`src/shared/pin_override_defines.vh`:
```
`ifndef PIN_OVERRIDE_DEFINES_VH
`define PIN_OVERRIDE_DEFINES_VH

// system clock, for turning times into cycle counts
`define SYS_CLK_HZ 50000000

// pin counts of the three port slices handled here
`define PB_WIDTH 8
`define PD_WIDTH 2
`define PE_WIDTH 2

// port B bit positions
`define PB_SS_BIT 0
`define PB_SCK_BIT 1
`define PB_MOSI_BIT 2
`define PB_MISO_BIT 3
`define PB_TIMER_LSB 4
`define PB_TIMER_MSB 7

// port D bit positions
`define PD_CAPTURE_BIT 0
`define PD_EXT_IRQ_BIT 1

// port E slice: index 0 is pin bit 6, index 1 is pin bit 7
`define PE_SERIAL_DO_IDX 0
`define PE_DIVIDED_SYSCLK_OUT_IDX 1

// reset values of the registered pad controls
`define PB_PAD_RST 8'h00
`define PD_PAD_RST 2'h0
`define PE_PAD_RST 2'h0

// clock output divider: system clock cycles per half period
`define DIVIDED_SYSCLK_OUT_HALF_CYCLES 1
`define DIVIDED_SYSCLK_OUT_CNT_WIDTH 4
`define DIVIDED_SYSCLK_OUT_CNT_ZERO 4'h0

`endif

```
`src/hw/pin_override_cell.v`:
```
`include "pin_override_defines.vh"

// generic per-pin override stage, bitwise over a port slice
module pin_override_cell #(
    parameter WIDTH = 8
) (
    input wire [WIDTH-1:0] i_dir_bits,
    input wire [WIDTH-1:0] i_out_bits,
    input wire i_global_pullup_disable,
    input wire i_sleep_din_off,
    input wire [WIDTH-1:0] i_pullup_override_en,
    input wire [WIDTH-1:0] i_pullup_override_val,
    input wire [WIDTH-1:0] i_direction_override_en,
    input wire [WIDTH-1:0] i_direction_override_val,
    input wire [WIDTH-1:0] i_value_override_en,
    input wire [WIDTH-1:0] i_value_override_val,
    input wire [WIDTH-1:0] i_din_override_en,
    input wire [WIDTH-1:0] i_din_override_val,
    input wire [WIDTH-1:0] i_pad_in,
    output wire [WIDTH-1:0] o_drive_en,
    output wire [WIDTH-1:0] o_drive_val,
    output wire [WIDTH-1:0] o_pullup_en,
    output wire [WIDTH-1:0] o_din
);
    wire [WIDTH-1:0] pullup_plain;
    wire [WIDTH-1:0] din_en;

    assign pullup_plain = ~i_dir_bits & i_out_bits & {WIDTH{~i_global_pullup_disable}};
    assign o_pullup_en = (i_pullup_override_en & i_pullup_override_val)
        | (~i_pullup_override_en & pullup_plain);
    assign o_drive_en = (i_direction_override_en & i_direction_override_val)
        | (~i_direction_override_en & i_dir_bits);
    assign o_drive_val = (i_value_override_en & i_value_override_val)
        | (~i_value_override_en & i_out_bits);
    // sleep clamps inputs low unless a peripheral asks to keep them awake
    assign din_en = (i_din_override_en & i_din_override_val)
        | (~i_din_override_en & {WIDTH{~i_sleep_din_off}});
    assign o_din = i_pad_in & din_en;
endmodule

```
`src/hw/clock_out_divider.v`:
```
`include "pin_override_defines.vh"

// divided system clock; runs from power-on reset only so it keeps
// toggling while the system reset is held
module clock_out_divider (
    input wire i_sys_clk,
    input wire i_por_arst_n,
    output reg o_clk_div
);
    reg [`DIVIDED_SYSCLK_OUT_CNT_WIDTH-1:0] cnt_reg;
    wire tick;

    assign tick = (cnt_reg == `DIVIDED_SYSCLK_OUT_HALF_CYCLES - 1);

    always @(posedge i_sys_clk or negedge i_por_arst_n) begin
        if (!i_por_arst_n) begin
            cnt_reg <= `DIVIDED_SYSCLK_OUT_CNT_ZERO;
            o_clk_div <= 1'b0;
        end else if (tick) begin
            cnt_reg <= `DIVIDED_SYSCLK_OUT_CNT_ZERO;
            o_clk_div <= ~o_clk_div;
        end else begin
            cnt_reg <= cnt_reg + 1'b1;
        end
    end
endmodule

```
`src/hw/port_alternate_function_override.v`:
```
// Notes on behaviour
// - serial slave forces data-in pin to input
// - serial slave forces clock pin to input
// - serial master: clock pin direction from its bit
// - serial master: data-out pin direction from its bit
// - slave forces select input; active while low
// - serial master: select pin direction from its bit
// - forced inputs keep pull-up from output bit
// - data pins split by master and slave role
// - pin-change sources keep inputs awake when masked
// - port D bit 1 feeds external interrupt zero
// - port D bit 0 feeds capture, no override
// - clock fuse drives divided clock on E7
// - divided clock output stays active during reset
// - port E bit 6 carries serial data output
// - plain pull-up needs input, one, no disable
// - direction override replaces direction bit
// - value override replaces output bit when driving
`include "pin_override_defines.vh"

module port_alternate_function_override (
    input wire i_sys_clk,
    input wire i_arst_n,
    input wire i_por_arst_n,
    input wire [`PB_WIDTH-1:0] i_pb_dir_bits,
    input wire [`PB_WIDTH-1:0] i_pb_out_bits,
    input wire [`PD_WIDTH-1:0] i_pd_dir_bits,
    input wire [`PD_WIDTH-1:0] i_pd_out_bits,
    input wire [`PE_WIDTH-1:0] i_pe_dir_bits,
    input wire [`PE_WIDTH-1:0] i_pe_out_bits,
    input wire i_global_pullup_disable,
    input wire i_sleep_din_off,
    input wire i_serial_periph_enable,
    input wire i_serial_master_select,
    input wire i_spi_serial_master_select_out,
    input wire i_spi_slave_out,
    input wire i_spi_sck_out,
    input wire [3:0] i_timer_cmp_en,
    input wire [3:0] i_timer_cmp_val,
    input wire [`PB_WIDTH-1:0] i_pb_change_mask,
    input wire i_pin_change_group1_enable,
    input wire [`PE_WIDTH-1:0] i_pe_change_mask,
    input wire i_pin_change_group0_enable,
    input wire i_ext_irq_zero_enable,
    input wire i_clock_output_fuse,
    input wire i_usi_three_wire,
    input wire i_usi_data_out,
    input wire [`PB_WIDTH-1:0] i_pb_pad_in,
    input wire [`PD_WIDTH-1:0] i_pd_pad_in,
    input wire [`PE_WIDTH-1:0] i_pe_pad_in,
    output wire [`PB_WIDTH-1:0] o_pb_pad_out,
    output wire [`PB_WIDTH-1:0] o_pb_pad_oe,
    output wire [`PB_WIDTH-1:0] o_pb_pullup,
    output wire [`PD_WIDTH-1:0] o_pd_pad_out,
    output wire [`PD_WIDTH-1:0] o_pd_pad_oe,
    output wire [`PD_WIDTH-1:0] o_pd_pullup,
    output wire [`PE_WIDTH-1:0] o_pe_pad_out,
    output wire [`PE_WIDTH-1:0] o_pe_pad_oe,
    output wire [`PE_WIDTH-1:0] o_pe_pullup,
    output wire [`PB_WIDTH-1:0] o_pb_pin_change_src,
    output wire [`PE_WIDTH-1:0] o_pe_pin_change_src,
    output wire o_ext_irq_zero,
    output wire o_capture_input_timer16,
    output wire o_spi_serial_master_select_in,
    output wire o_spi_slave_in,
    output wire o_spi_sck_in,
    output wire o_spi_slave_select_n,
    output wire o_spi_slave_active
);
    wire spi_master;
    wire spi_slave;
    wire divided_sysclk_out;

    // readable aliases for the serial pins of port B
    wire dir_bit_pb_bit0;
    wire dir_bit_pb_bit1;
    wire dir_bit_pb_bit2;
    wire out_bit_pb_bit0;
    wire out_bit_pb_bit1;
    wire out_bit_pb_bit2;
    wire out_bit_pb_bit3;
    wire forced_pullup_ok;
    wire [`PB_WIDTH-1:0] pb_dir_cell;

    reg [`PB_WIDTH-1:0] pb_pullup_override_en;
    reg [`PB_WIDTH-1:0] pb_puov;
    reg [`PB_WIDTH-1:0] pb_direction_override_en;
    reg [`PB_WIDTH-1:0] pb_value_override_en;
    reg [`PB_WIDTH-1:0] pb_value_override_val;
    wire [`PB_WIDTH-1:0] pb_dieoe;
    wire [`PB_WIDTH-1:0] pb_drive_en;
    wire [`PB_WIDTH-1:0] pb_drive_val;
    wire [`PB_WIDTH-1:0] pb_pullup_en;
    wire [`PB_WIDTH-1:0] pb_din;

    wire [`PD_WIDTH-1:0] pd_dieoe;
    wire [`PD_WIDTH-1:0] pd_dieov;
    wire [`PD_WIDTH-1:0] pd_drive_en;
    wire [`PD_WIDTH-1:0] pd_drive_val;
    wire [`PD_WIDTH-1:0] pd_pullup_en;
    wire [`PD_WIDTH-1:0] pd_din;

    reg [`PE_WIDTH-1:0] pe_direction_override_en;
    reg [`PE_WIDTH-1:0] pe_direction_override_val;
    reg [`PE_WIDTH-1:0] pe_value_override_en;
    reg [`PE_WIDTH-1:0] pe_value_override_val;
    wire [`PE_WIDTH-1:0] pe_dieoe;
    wire [`PE_WIDTH-1:0] pe_drive_en;
    wire [`PE_WIDTH-1:0] pe_drive_val;
    wire [`PE_WIDTH-1:0] pe_pullup_en;
    wire [`PE_WIDTH-1:0] pe_din;

    reg [`PB_WIDTH-1:0] pb_out_reg;
    reg [`PB_WIDTH-1:0] pb_oe_reg;
    reg [`PB_WIDTH-1:0] pb_pu_reg;
    reg [`PD_WIDTH-1:0] pd_out_reg;
    reg [`PD_WIDTH-1:0] pd_oe_reg;
    reg [`PD_WIDTH-1:0] pd_pu_reg;
    reg [`PE_WIDTH-1:0] pe_out_reg;
    reg [`PE_WIDTH-1:0] pe_oe_reg;
    reg [`PE_WIDTH-1:0] pe_pu_reg;

    assign spi_master = i_serial_periph_enable & i_serial_master_select;
    assign spi_slave = i_serial_periph_enable & ~i_serial_master_select;

    assign dir_bit_pb_bit0 = i_pb_dir_bits[`PB_SS_BIT];
    assign dir_bit_pb_bit1 = i_pb_dir_bits[`PB_SCK_BIT];
    assign dir_bit_pb_bit2 = i_pb_dir_bits[`PB_MOSI_BIT];
    assign out_bit_pb_bit0 = i_pb_out_bits[`PB_SS_BIT];
    assign out_bit_pb_bit1 = i_pb_out_bits[`PB_SCK_BIT];
    assign out_bit_pb_bit2 = i_pb_out_bits[`PB_MOSI_BIT];
    assign out_bit_pb_bit3 = i_pb_out_bits[`PB_MISO_BIT];
    // a forced input still honours the global pull-up disable
    assign forced_pullup_ok = ~i_global_pullup_disable;

    // port B override signals
    always @* begin
        pb_pullup_override_en = `PB_PAD_RST;
        pb_puov = `PB_PAD_RST;
        pb_direction_override_en = `PB_PAD_RST;
        pb_value_override_en = `PB_PAD_RST;
        pb_value_override_val = `PB_PAD_RST;
        // data-in of the master, so the master forces it to input
        pb_pullup_override_en[`PB_MISO_BIT] = spi_master;
        pb_direction_override_en[`PB_MISO_BIT] = spi_master;
        pb_puov[`PB_MISO_BIT] = out_bit_pb_bit3 & forced_pullup_ok;
        pb_value_override_en[`PB_MISO_BIT] = spi_slave;
        pb_value_override_val[`PB_MISO_BIT] = i_spi_slave_out;
        // data-out of the master; slave input otherwise
        pb_pullup_override_en[`PB_MOSI_BIT] = spi_slave;
        pb_direction_override_en[`PB_MOSI_BIT] = spi_slave;
        pb_puov[`PB_MOSI_BIT] = out_bit_pb_bit2 & forced_pullup_ok;
        pb_value_override_en[`PB_MOSI_BIT] = spi_master;
        pb_value_override_val[`PB_MOSI_BIT] = i_spi_serial_master_select_out;
        // serial clock
        pb_pullup_override_en[`PB_SCK_BIT] = spi_slave;
        pb_direction_override_en[`PB_SCK_BIT] = spi_slave;
        pb_puov[`PB_SCK_BIT] = out_bit_pb_bit1 & forced_pullup_ok;
        pb_value_override_en[`PB_SCK_BIT] = spi_master;
        pb_value_override_val[`PB_SCK_BIT] = i_spi_sck_out;
        // slave select is never driven by the serial block
        pb_pullup_override_en[`PB_SS_BIT] = spi_slave;
        pb_direction_override_en[`PB_SS_BIT] = spi_slave;
        pb_puov[`PB_SS_BIT] = out_bit_pb_bit0 & forced_pullup_ok;
        // timer compare outputs need the direction bit set by software
        pb_value_override_en[`PB_TIMER_MSB:`PB_TIMER_LSB] = i_timer_cmp_en;
        pb_value_override_val[`PB_TIMER_MSB:`PB_TIMER_LSB] = i_timer_cmp_val;
    end

    // in master mode direction_override_en is low on bits 2 to 0, so their direction bits pass untouched
    assign pb_dir_cell = {i_pb_dir_bits[`PB_WIDTH-1:`PB_MISO_BIT], dir_bit_pb_bit2,
        dir_bit_pb_bit1, dir_bit_pb_bit0};

    assign pb_dieoe = i_pb_change_mask & {`PB_WIDTH{i_pin_change_group1_enable}};

    pin_override_cell #(
        .WIDTH(`PB_WIDTH)
    ) u_pb_cell (
        .i_dir_bits(pb_dir_cell),
        .i_out_bits(i_pb_out_bits),
        .i_global_pullup_disable(i_global_pullup_disable),
        .i_sleep_din_off(i_sleep_din_off),
        .i_pullup_override_en(pb_pullup_override_en),
        .i_pullup_override_val(pb_puov),
        .i_direction_override_en(pb_direction_override_en),
        .i_direction_override_val(`PB_PAD_RST),
        .i_value_override_en(pb_value_override_en),
        .i_value_override_val(pb_value_override_val),
        .i_din_override_en(pb_dieoe),
        .i_din_override_val(pb_dieoe),
        .i_pad_in(i_pb_pad_in),
        .o_drive_en(pb_drive_en),
        .o_drive_val(pb_drive_val),
        .o_pullup_en(pb_pullup_en),
        .o_din(pb_din)
    );

    // port D: only the interrupt input keeps its pin awake
    assign pd_dieoe = {i_ext_irq_zero_enable, 1'b0};
    assign pd_dieov = {i_ext_irq_zero_enable, 1'b0};

    pin_override_cell #(
        .WIDTH(`PD_WIDTH)
    ) u_pd_cell (
        .i_dir_bits(i_pd_dir_bits),
        .i_out_bits(i_pd_out_bits),
        .i_global_pullup_disable(i_global_pullup_disable),
        .i_sleep_din_off(i_sleep_din_off),
        .i_pullup_override_en(`PD_PAD_RST),
        .i_pullup_override_val(`PD_PAD_RST),
        .i_direction_override_en(`PD_PAD_RST),
        .i_direction_override_val(`PD_PAD_RST),
        .i_value_override_en(`PD_PAD_RST),
        .i_value_override_val(`PD_PAD_RST),
        .i_din_override_en(pd_dieoe),
        .i_din_override_val(pd_dieov),
        .i_pad_in(i_pd_pad_in),
        .o_drive_en(pd_drive_en),
        .o_drive_val(pd_drive_val),
        .o_pullup_en(pd_pullup_en),
        .o_din(pd_din)
    );

    // port E bits 7 and 6
    clock_out_divider u_divided_sysclk_out (
        .i_sys_clk(i_sys_clk),
        .i_por_arst_n(i_por_arst_n),
        .o_clk_div(divided_sysclk_out)
    );

    always @* begin
        pe_direction_override_en = `PE_PAD_RST;
        pe_direction_override_val = `PE_PAD_RST;
        pe_value_override_en = `PE_PAD_RST;
        pe_value_override_val = `PE_PAD_RST;
        pe_direction_override_en[`PE_DIVIDED_SYSCLK_OUT_IDX] = i_clock_output_fuse;
        pe_direction_override_val[`PE_DIVIDED_SYSCLK_OUT_IDX] = 1'b1;
        pe_value_override_en[`PE_DIVIDED_SYSCLK_OUT_IDX] = i_clock_output_fuse;
        pe_value_override_val[`PE_DIVIDED_SYSCLK_OUT_IDX] = divided_sysclk_out;
        pe_value_override_en[`PE_SERIAL_DO_IDX] = i_usi_three_wire;
        pe_value_override_val[`PE_SERIAL_DO_IDX] = i_usi_data_out;
    end

    assign pe_dieoe = i_pe_change_mask & {`PE_WIDTH{i_pin_change_group0_enable}};

    pin_override_cell #(
        .WIDTH(`PE_WIDTH)
    ) u_pe_cell (
        .i_dir_bits(i_pe_dir_bits),
        .i_out_bits(i_pe_out_bits),
        .i_global_pullup_disable(i_global_pullup_disable),
        .i_sleep_din_off(i_sleep_din_off),
        .i_pullup_override_en(`PE_PAD_RST),
        .i_pullup_override_val(`PE_PAD_RST),
        .i_direction_override_en(pe_direction_override_en),
        .i_direction_override_val(pe_direction_override_val),
        .i_value_override_en(pe_value_override_en),
        .i_value_override_val(pe_value_override_val),
        .i_din_override_en(pe_dieoe),
        .i_din_override_val(pe_dieoe),
        .i_pad_in(i_pe_pad_in),
        .o_drive_en(pe_drive_en),
        .o_drive_val(pe_drive_val),
        .o_pullup_en(pe_pullup_en),
        .o_din(pe_din)
    );

    // registered pad controls; reset leaves every pin an input, no pull-up, except E7 while the clock fuse is set
    always @(posedge i_sys_clk or negedge i_arst_n) begin
        if (!i_arst_n) begin
            pb_out_reg <= `PB_PAD_RST;
            pb_oe_reg <= `PB_PAD_RST;
            pb_pu_reg <= `PB_PAD_RST;
            pd_out_reg <= `PD_PAD_RST;
            pd_oe_reg <= `PD_PAD_RST;
            pd_pu_reg <= `PD_PAD_RST;
            pe_out_reg <= `PE_PAD_RST;
            pe_oe_reg <= `PE_PAD_RST;
            pe_pu_reg <= `PE_PAD_RST;
        end else begin
            pb_out_reg <= pb_drive_val;
            pb_oe_reg <= pb_drive_en;
            pb_pu_reg <= pb_pullup_en;
            pd_out_reg <= pd_drive_val;
            pd_oe_reg <= pd_drive_en;
            pd_pu_reg <= pd_pullup_en;
            pe_out_reg <= pe_drive_val;
            pe_oe_reg <= pe_drive_en;
            pe_pu_reg <= pe_pullup_en;
        end
    end

    assign o_pb_pad_out = pb_out_reg;
    assign o_pb_pad_oe = pb_oe_reg;
    assign o_pb_pullup = pb_pu_reg;
    assign o_pd_pad_out = pd_out_reg;
    assign o_pd_pad_oe = pd_oe_reg;
    assign o_pd_pullup = pd_pu_reg;

    // the clock pin bypasses the reset-cleared flops so it keeps running
    // under system reset; the divider flop itself is the data register
    assign o_pe_pad_out = i_clock_output_fuse
        ? {divided_sysclk_out, pe_out_reg[`PE_SERIAL_DO_IDX]}
        : pe_out_reg;
    assign o_pe_pad_oe = i_clock_output_fuse
        ? {1'b1, pe_oe_reg[`PE_SERIAL_DO_IDX]}
        : pe_oe_reg;
    assign o_pe_pullup = i_clock_output_fuse
        ? {1'b0, pe_pu_reg[`PE_SERIAL_DO_IDX]}
        : pe_pu_reg;

    // inputs toward peripherals; they synchronise on their own side
    assign o_pb_pin_change_src = pb_din;
    assign o_pe_pin_change_src = pe_din;
    assign o_ext_irq_zero = pd_din[`PD_EXT_IRQ_BIT];
    assign o_capture_input_timer16 = pd_din[`PD_CAPTURE_BIT];
    assign o_spi_serial_master_select_in = pb_din[`PB_MISO_BIT];
    assign o_spi_slave_in = pb_din[`PB_MOSI_BIT];
    assign o_spi_sck_in = pb_din[`PB_SCK_BIT];
    assign o_spi_slave_select_n = pb_din[`PB_SS_BIT];
    assign o_spi_slave_active = spi_slave & ~pb_din[`PB_SS_BIT];
endmodule

```
`config.mk`:
```
export PLATFORM = sky130hd
export DESIGN_NAME = port_alternate_function_override
export DESIGN_NICKNAME = d
export VERILOG_FILES = /design/src/hw/pin_override_cell.v /design/src/hw/clock_out_divider.v /design/src/hw/port_alternate_function_override.v
export VERILOG_INCLUDE_DIRS = /design/src /design/src/shared
export SDC_FILE = /design/constraint.sdc
export NUM_CORES = 1
export LEC_CHECK = 0
export ABC_AREA = 1
export BUFFER_PORTS_ARGS = -buffer_cell sky130_fd_sc_hd__buf_2
export CELL_PAD_IN_SITES_DETAIL_PLACEMENT = 1
export CELL_PAD_IN_SITES_GLOBAL_PLACEMENT = 2
export CORE_UTILIZATION = 22
export CTS_CLUSTER_DIAMETER = 200
export DETAILED_ROUTE_END_ITERATION = 8
export GPL_TIMING_DRIVEN = 0
export MAX_ROUTING_LAYER = met4
export PLACE_DENSITY_LB_ADDON = 0.1
export SLEW_MARGIN = 20
export SYNTH_ARGS = -nofsm -noshare
export SYNTH_HDL_FRONTEND = slang
export SYNTH_SLANG_ARGS = --single-unit
```
`constraint.sdc`:
```
create_clock -name i_sys_clk -period 1.8 [get_ports i_sys_clk]
set_input_delay 0 -clock i_sys_clk [delete_from_list [all_inputs] [get_ports i_sys_clk]]
set_output_delay 0 -clock i_sys_clk [all_outputs]
set_load 0.02 [all_outputs]
```
==> results.sh <==
export IMPL_status="finished, final reports clean"
export IMPL_end_kind="flip-flop"
export IMPL_die_x_um=87.8
export IMPL_clk_latency_ns=0.28
export IMPL_setup_viol=0
export IMPL_cts_tree="yes"
export IMPL_finalPower_uw=2000
export IMPL_fp_dieH_um=87.8
export IMPL_io_buffers=120
export IMPL_htree_levels=2
export IMPL_crit_family="buffers and inverters"
export IMPL_ys_top_cells_by_area="dfrtp_1, nand2_1, inv_1"
export IMPL_layout_common_cells="buf_2, dlygate4sd3_1, dfrtp_1"
export IMPL_cts_buffers=5
export IMPL_cts_setup_buffers=0
export IMPL_cp_slowest_cell="dlygate4sd3_1"
export IMPL_drt_iter0_markers=14
export IMPL_syn_area_um2=1620
export IMPL_rows=30
export IMPL_final_common_cell="buf_2"
export IMPL_root_buffer="clkbuf_8"
export IMPL_synth_top_cell_by_area="dfrtp_1"
export IMPL_ys_seq_elements=41
export IMPL_hold_class="in -> reg"
export IMPL_drcViolationCount=0
export IMPL_ys_warn_count=0
export IMPL_arrival_ns=1.43
export IMPL_dp_hpwl_um=3580
export IMPL_finalCriticalPeriod_ns=1.26
export IMPL_grt_use_total=0.139
export IMPL_diodes=0
export IMPL_crit_buf_inv=3
export IMPL_cpMostUsedCell="dlygate4sd3_1"
export IMPL_dr_pass1_iters=3
export IMPL_rsz0062_at_grt="no"
export IMPL_clk_path_buf_depth=2
export IMPL_layout_drive_gt1_share=0.418
export IMPL_grt_ovfl_total=0
export IMPL_post_cts_resized=0
export IMPL_dieArea_um2=7710
export IMPL_netlist_cell_type_count=20
export IMPL_syn_num_nets=235
export IMPL_finClkSkew_ns=0.000231
export IMPL_finalHoldViolCount=0
export IMPL_slew_headroom=0.482
export IMPL_path_max_fanout=2
export IMPL_grt_pass1_wl_um=7920
export IMPL_via_per_inst=3.97
export IMPL_synth_top_area_frac=0.634
export IMPL_wl_per_cell_um=11.6
export IMPL_tns_ns=0
export IMPL_required_ns=1.97
export IMPL_leakage_uw=0.00160
export IMPL_synth_cells=163
export IMPL_startpoint_type="input port"
export IMPL_nets=407
export IMPL_period_share=0.698
export IMPL_ir_worst_vdd_v=0.000224
export IMPL_gp_congestion=0.652
export IMPL_initial_core_util=0.233
export IMPL_num_vias=1711
export IMPL_cp_cell_sequence="dlygate4sd3_1 -> buf_2 -> nand2_1 -> o21ai_0 -> dlygate4sd3_1"
export IMPL_area_growth_pct=77.9
export IMPL_clk_pin_slew_ns=0.08
export IMPL_drv_slew=0
export IMPL_p_per_area_nw_per_um2=696
export IMPL_io_pins=123
export IMPL_cts_sinks=41
export IMPL_max_stage_delay_ns=0.58
export IMPL_synth_seq_area_share=0.634
export IMPL_clock_fmax_ghz=0.796
export IMPL_worst_pin_slew_ns=0.777
export IMPL_design_core_area_um2=6940
export IMPL_grt_max_degree=37
export IMPL_antenna_found_initial=0
export IMPL_ant_nets=0
export IMPL_cap_violations=0
export IMPL_finalWirelength_um=5000
export IMPL_critPathKind="in -> reg"
export IMPL_syn_avg_cell_area_um2=9.93
export IMPL_grt_pass1_vias=1807
==> worst min-delay path: cells and delay by family <==
| family | cells | cell delay (ns) |
|---|---|---|
| buffers and inverters | 1 | 0.11 |
| and+or+nand+nor | 2 | 0.18 |
==> final cells by class <==
cell class	instances	area [um2]
fill	827	4060
timing repair buffer	165	1050
clock buffer	6	82.6
clock inverter	1	7.51
multi-input combinational	88	429
sequential	41	1030
inverter	24	90.1
buffer	10	73.8
tap	96	120
==> path summary, 6_finish.rpt <==
path	startpoint	to	slack [ns]	depth (start not counted)
setup / recovery	i_timer_cmp_en[2]	o_pb_pad_out[6]	0.54	5
hold / removal	i_serial_master_select	o_pb_pad_oe[2]	0.05	3
setup reg to reg	u_divided_sysclk_out.cnt_reg[0]	u_divided_sysclk_out.cnt_reg[2]	0.82	5
hold reg to reg	u_divided_sysclk_out.o_clk_div	u_divided_sysclk_out.o_clk_div	0.50	2
max in group asynchronous	i_arst_n	o_pb_pad_oe[0]	0.97	2
min in group asynchronous	i_por_arst_n	u_divided_sysclk_out.cnt_reg[3]	0.07	2
==> kinds of logic after synthesis <==
group / after synthesis / share of synthesized area
AND/OR/NAND/NOR: 67 / 0.174
flip-flops: 41 / 0.634
buffers and inverters: 34 / 0.101
AO/OA/AOI/OAI: 19 / 0.0757
adder cells (fa/ha/maj): 2 / 0.0155
==> cells in the mapped netlist (all sizes together) <==
master / count
nand3: 1
or2: 2
a21boi: 11
nand2: 40
clkbuf: 1
nor3: 6
nor3b: 2
ha: 2
a21oi: 1
inv: 24
buf: 9
dfrtp: 41
nand3b: 1
nand4: 1
nor2: 14
o21ai: 7
==> routing by layer <==
layer	vias to the layer above	track usage	part of all wire
met5	-	-	0
met4	0	0.0507	0.018
met3	8	0.0273	0.066
met2	82	0.251	0.53
met1	787	0.151	0.38
li1	834	-	-
==> where the power goes <==
part | switching, uW | internal, uW
clock | 297 | 303
combinational | 223 | 208
sequential | 10.2 | 964
==> what timing repair did <==
| item | in CTS | in global routing |
|---|---|---|
| endpoints found under the setup margin | 0 | 0 |
| endpoints found under the hold margin | 77 | 0 |
| hold buffers | 45 | 0 |
==> metrics by stage <==
step	worst slack, ns	util	cells	area, um2	hold WS [ns]
detailed placement	0.817	0.337	379	2340	-0.173
finish	0.543	0.415	431	2880	0.0536
CTS	0.586	0.415	431	2880	0.0515
global placement	0.835	0.337	379	2340	-0.170
floorplan	0.799	-	163	1620	-0.296
global route	0.500	0.415	431	2880	0.0669
No activity file was read; power rests on OpenSTA's default activity.
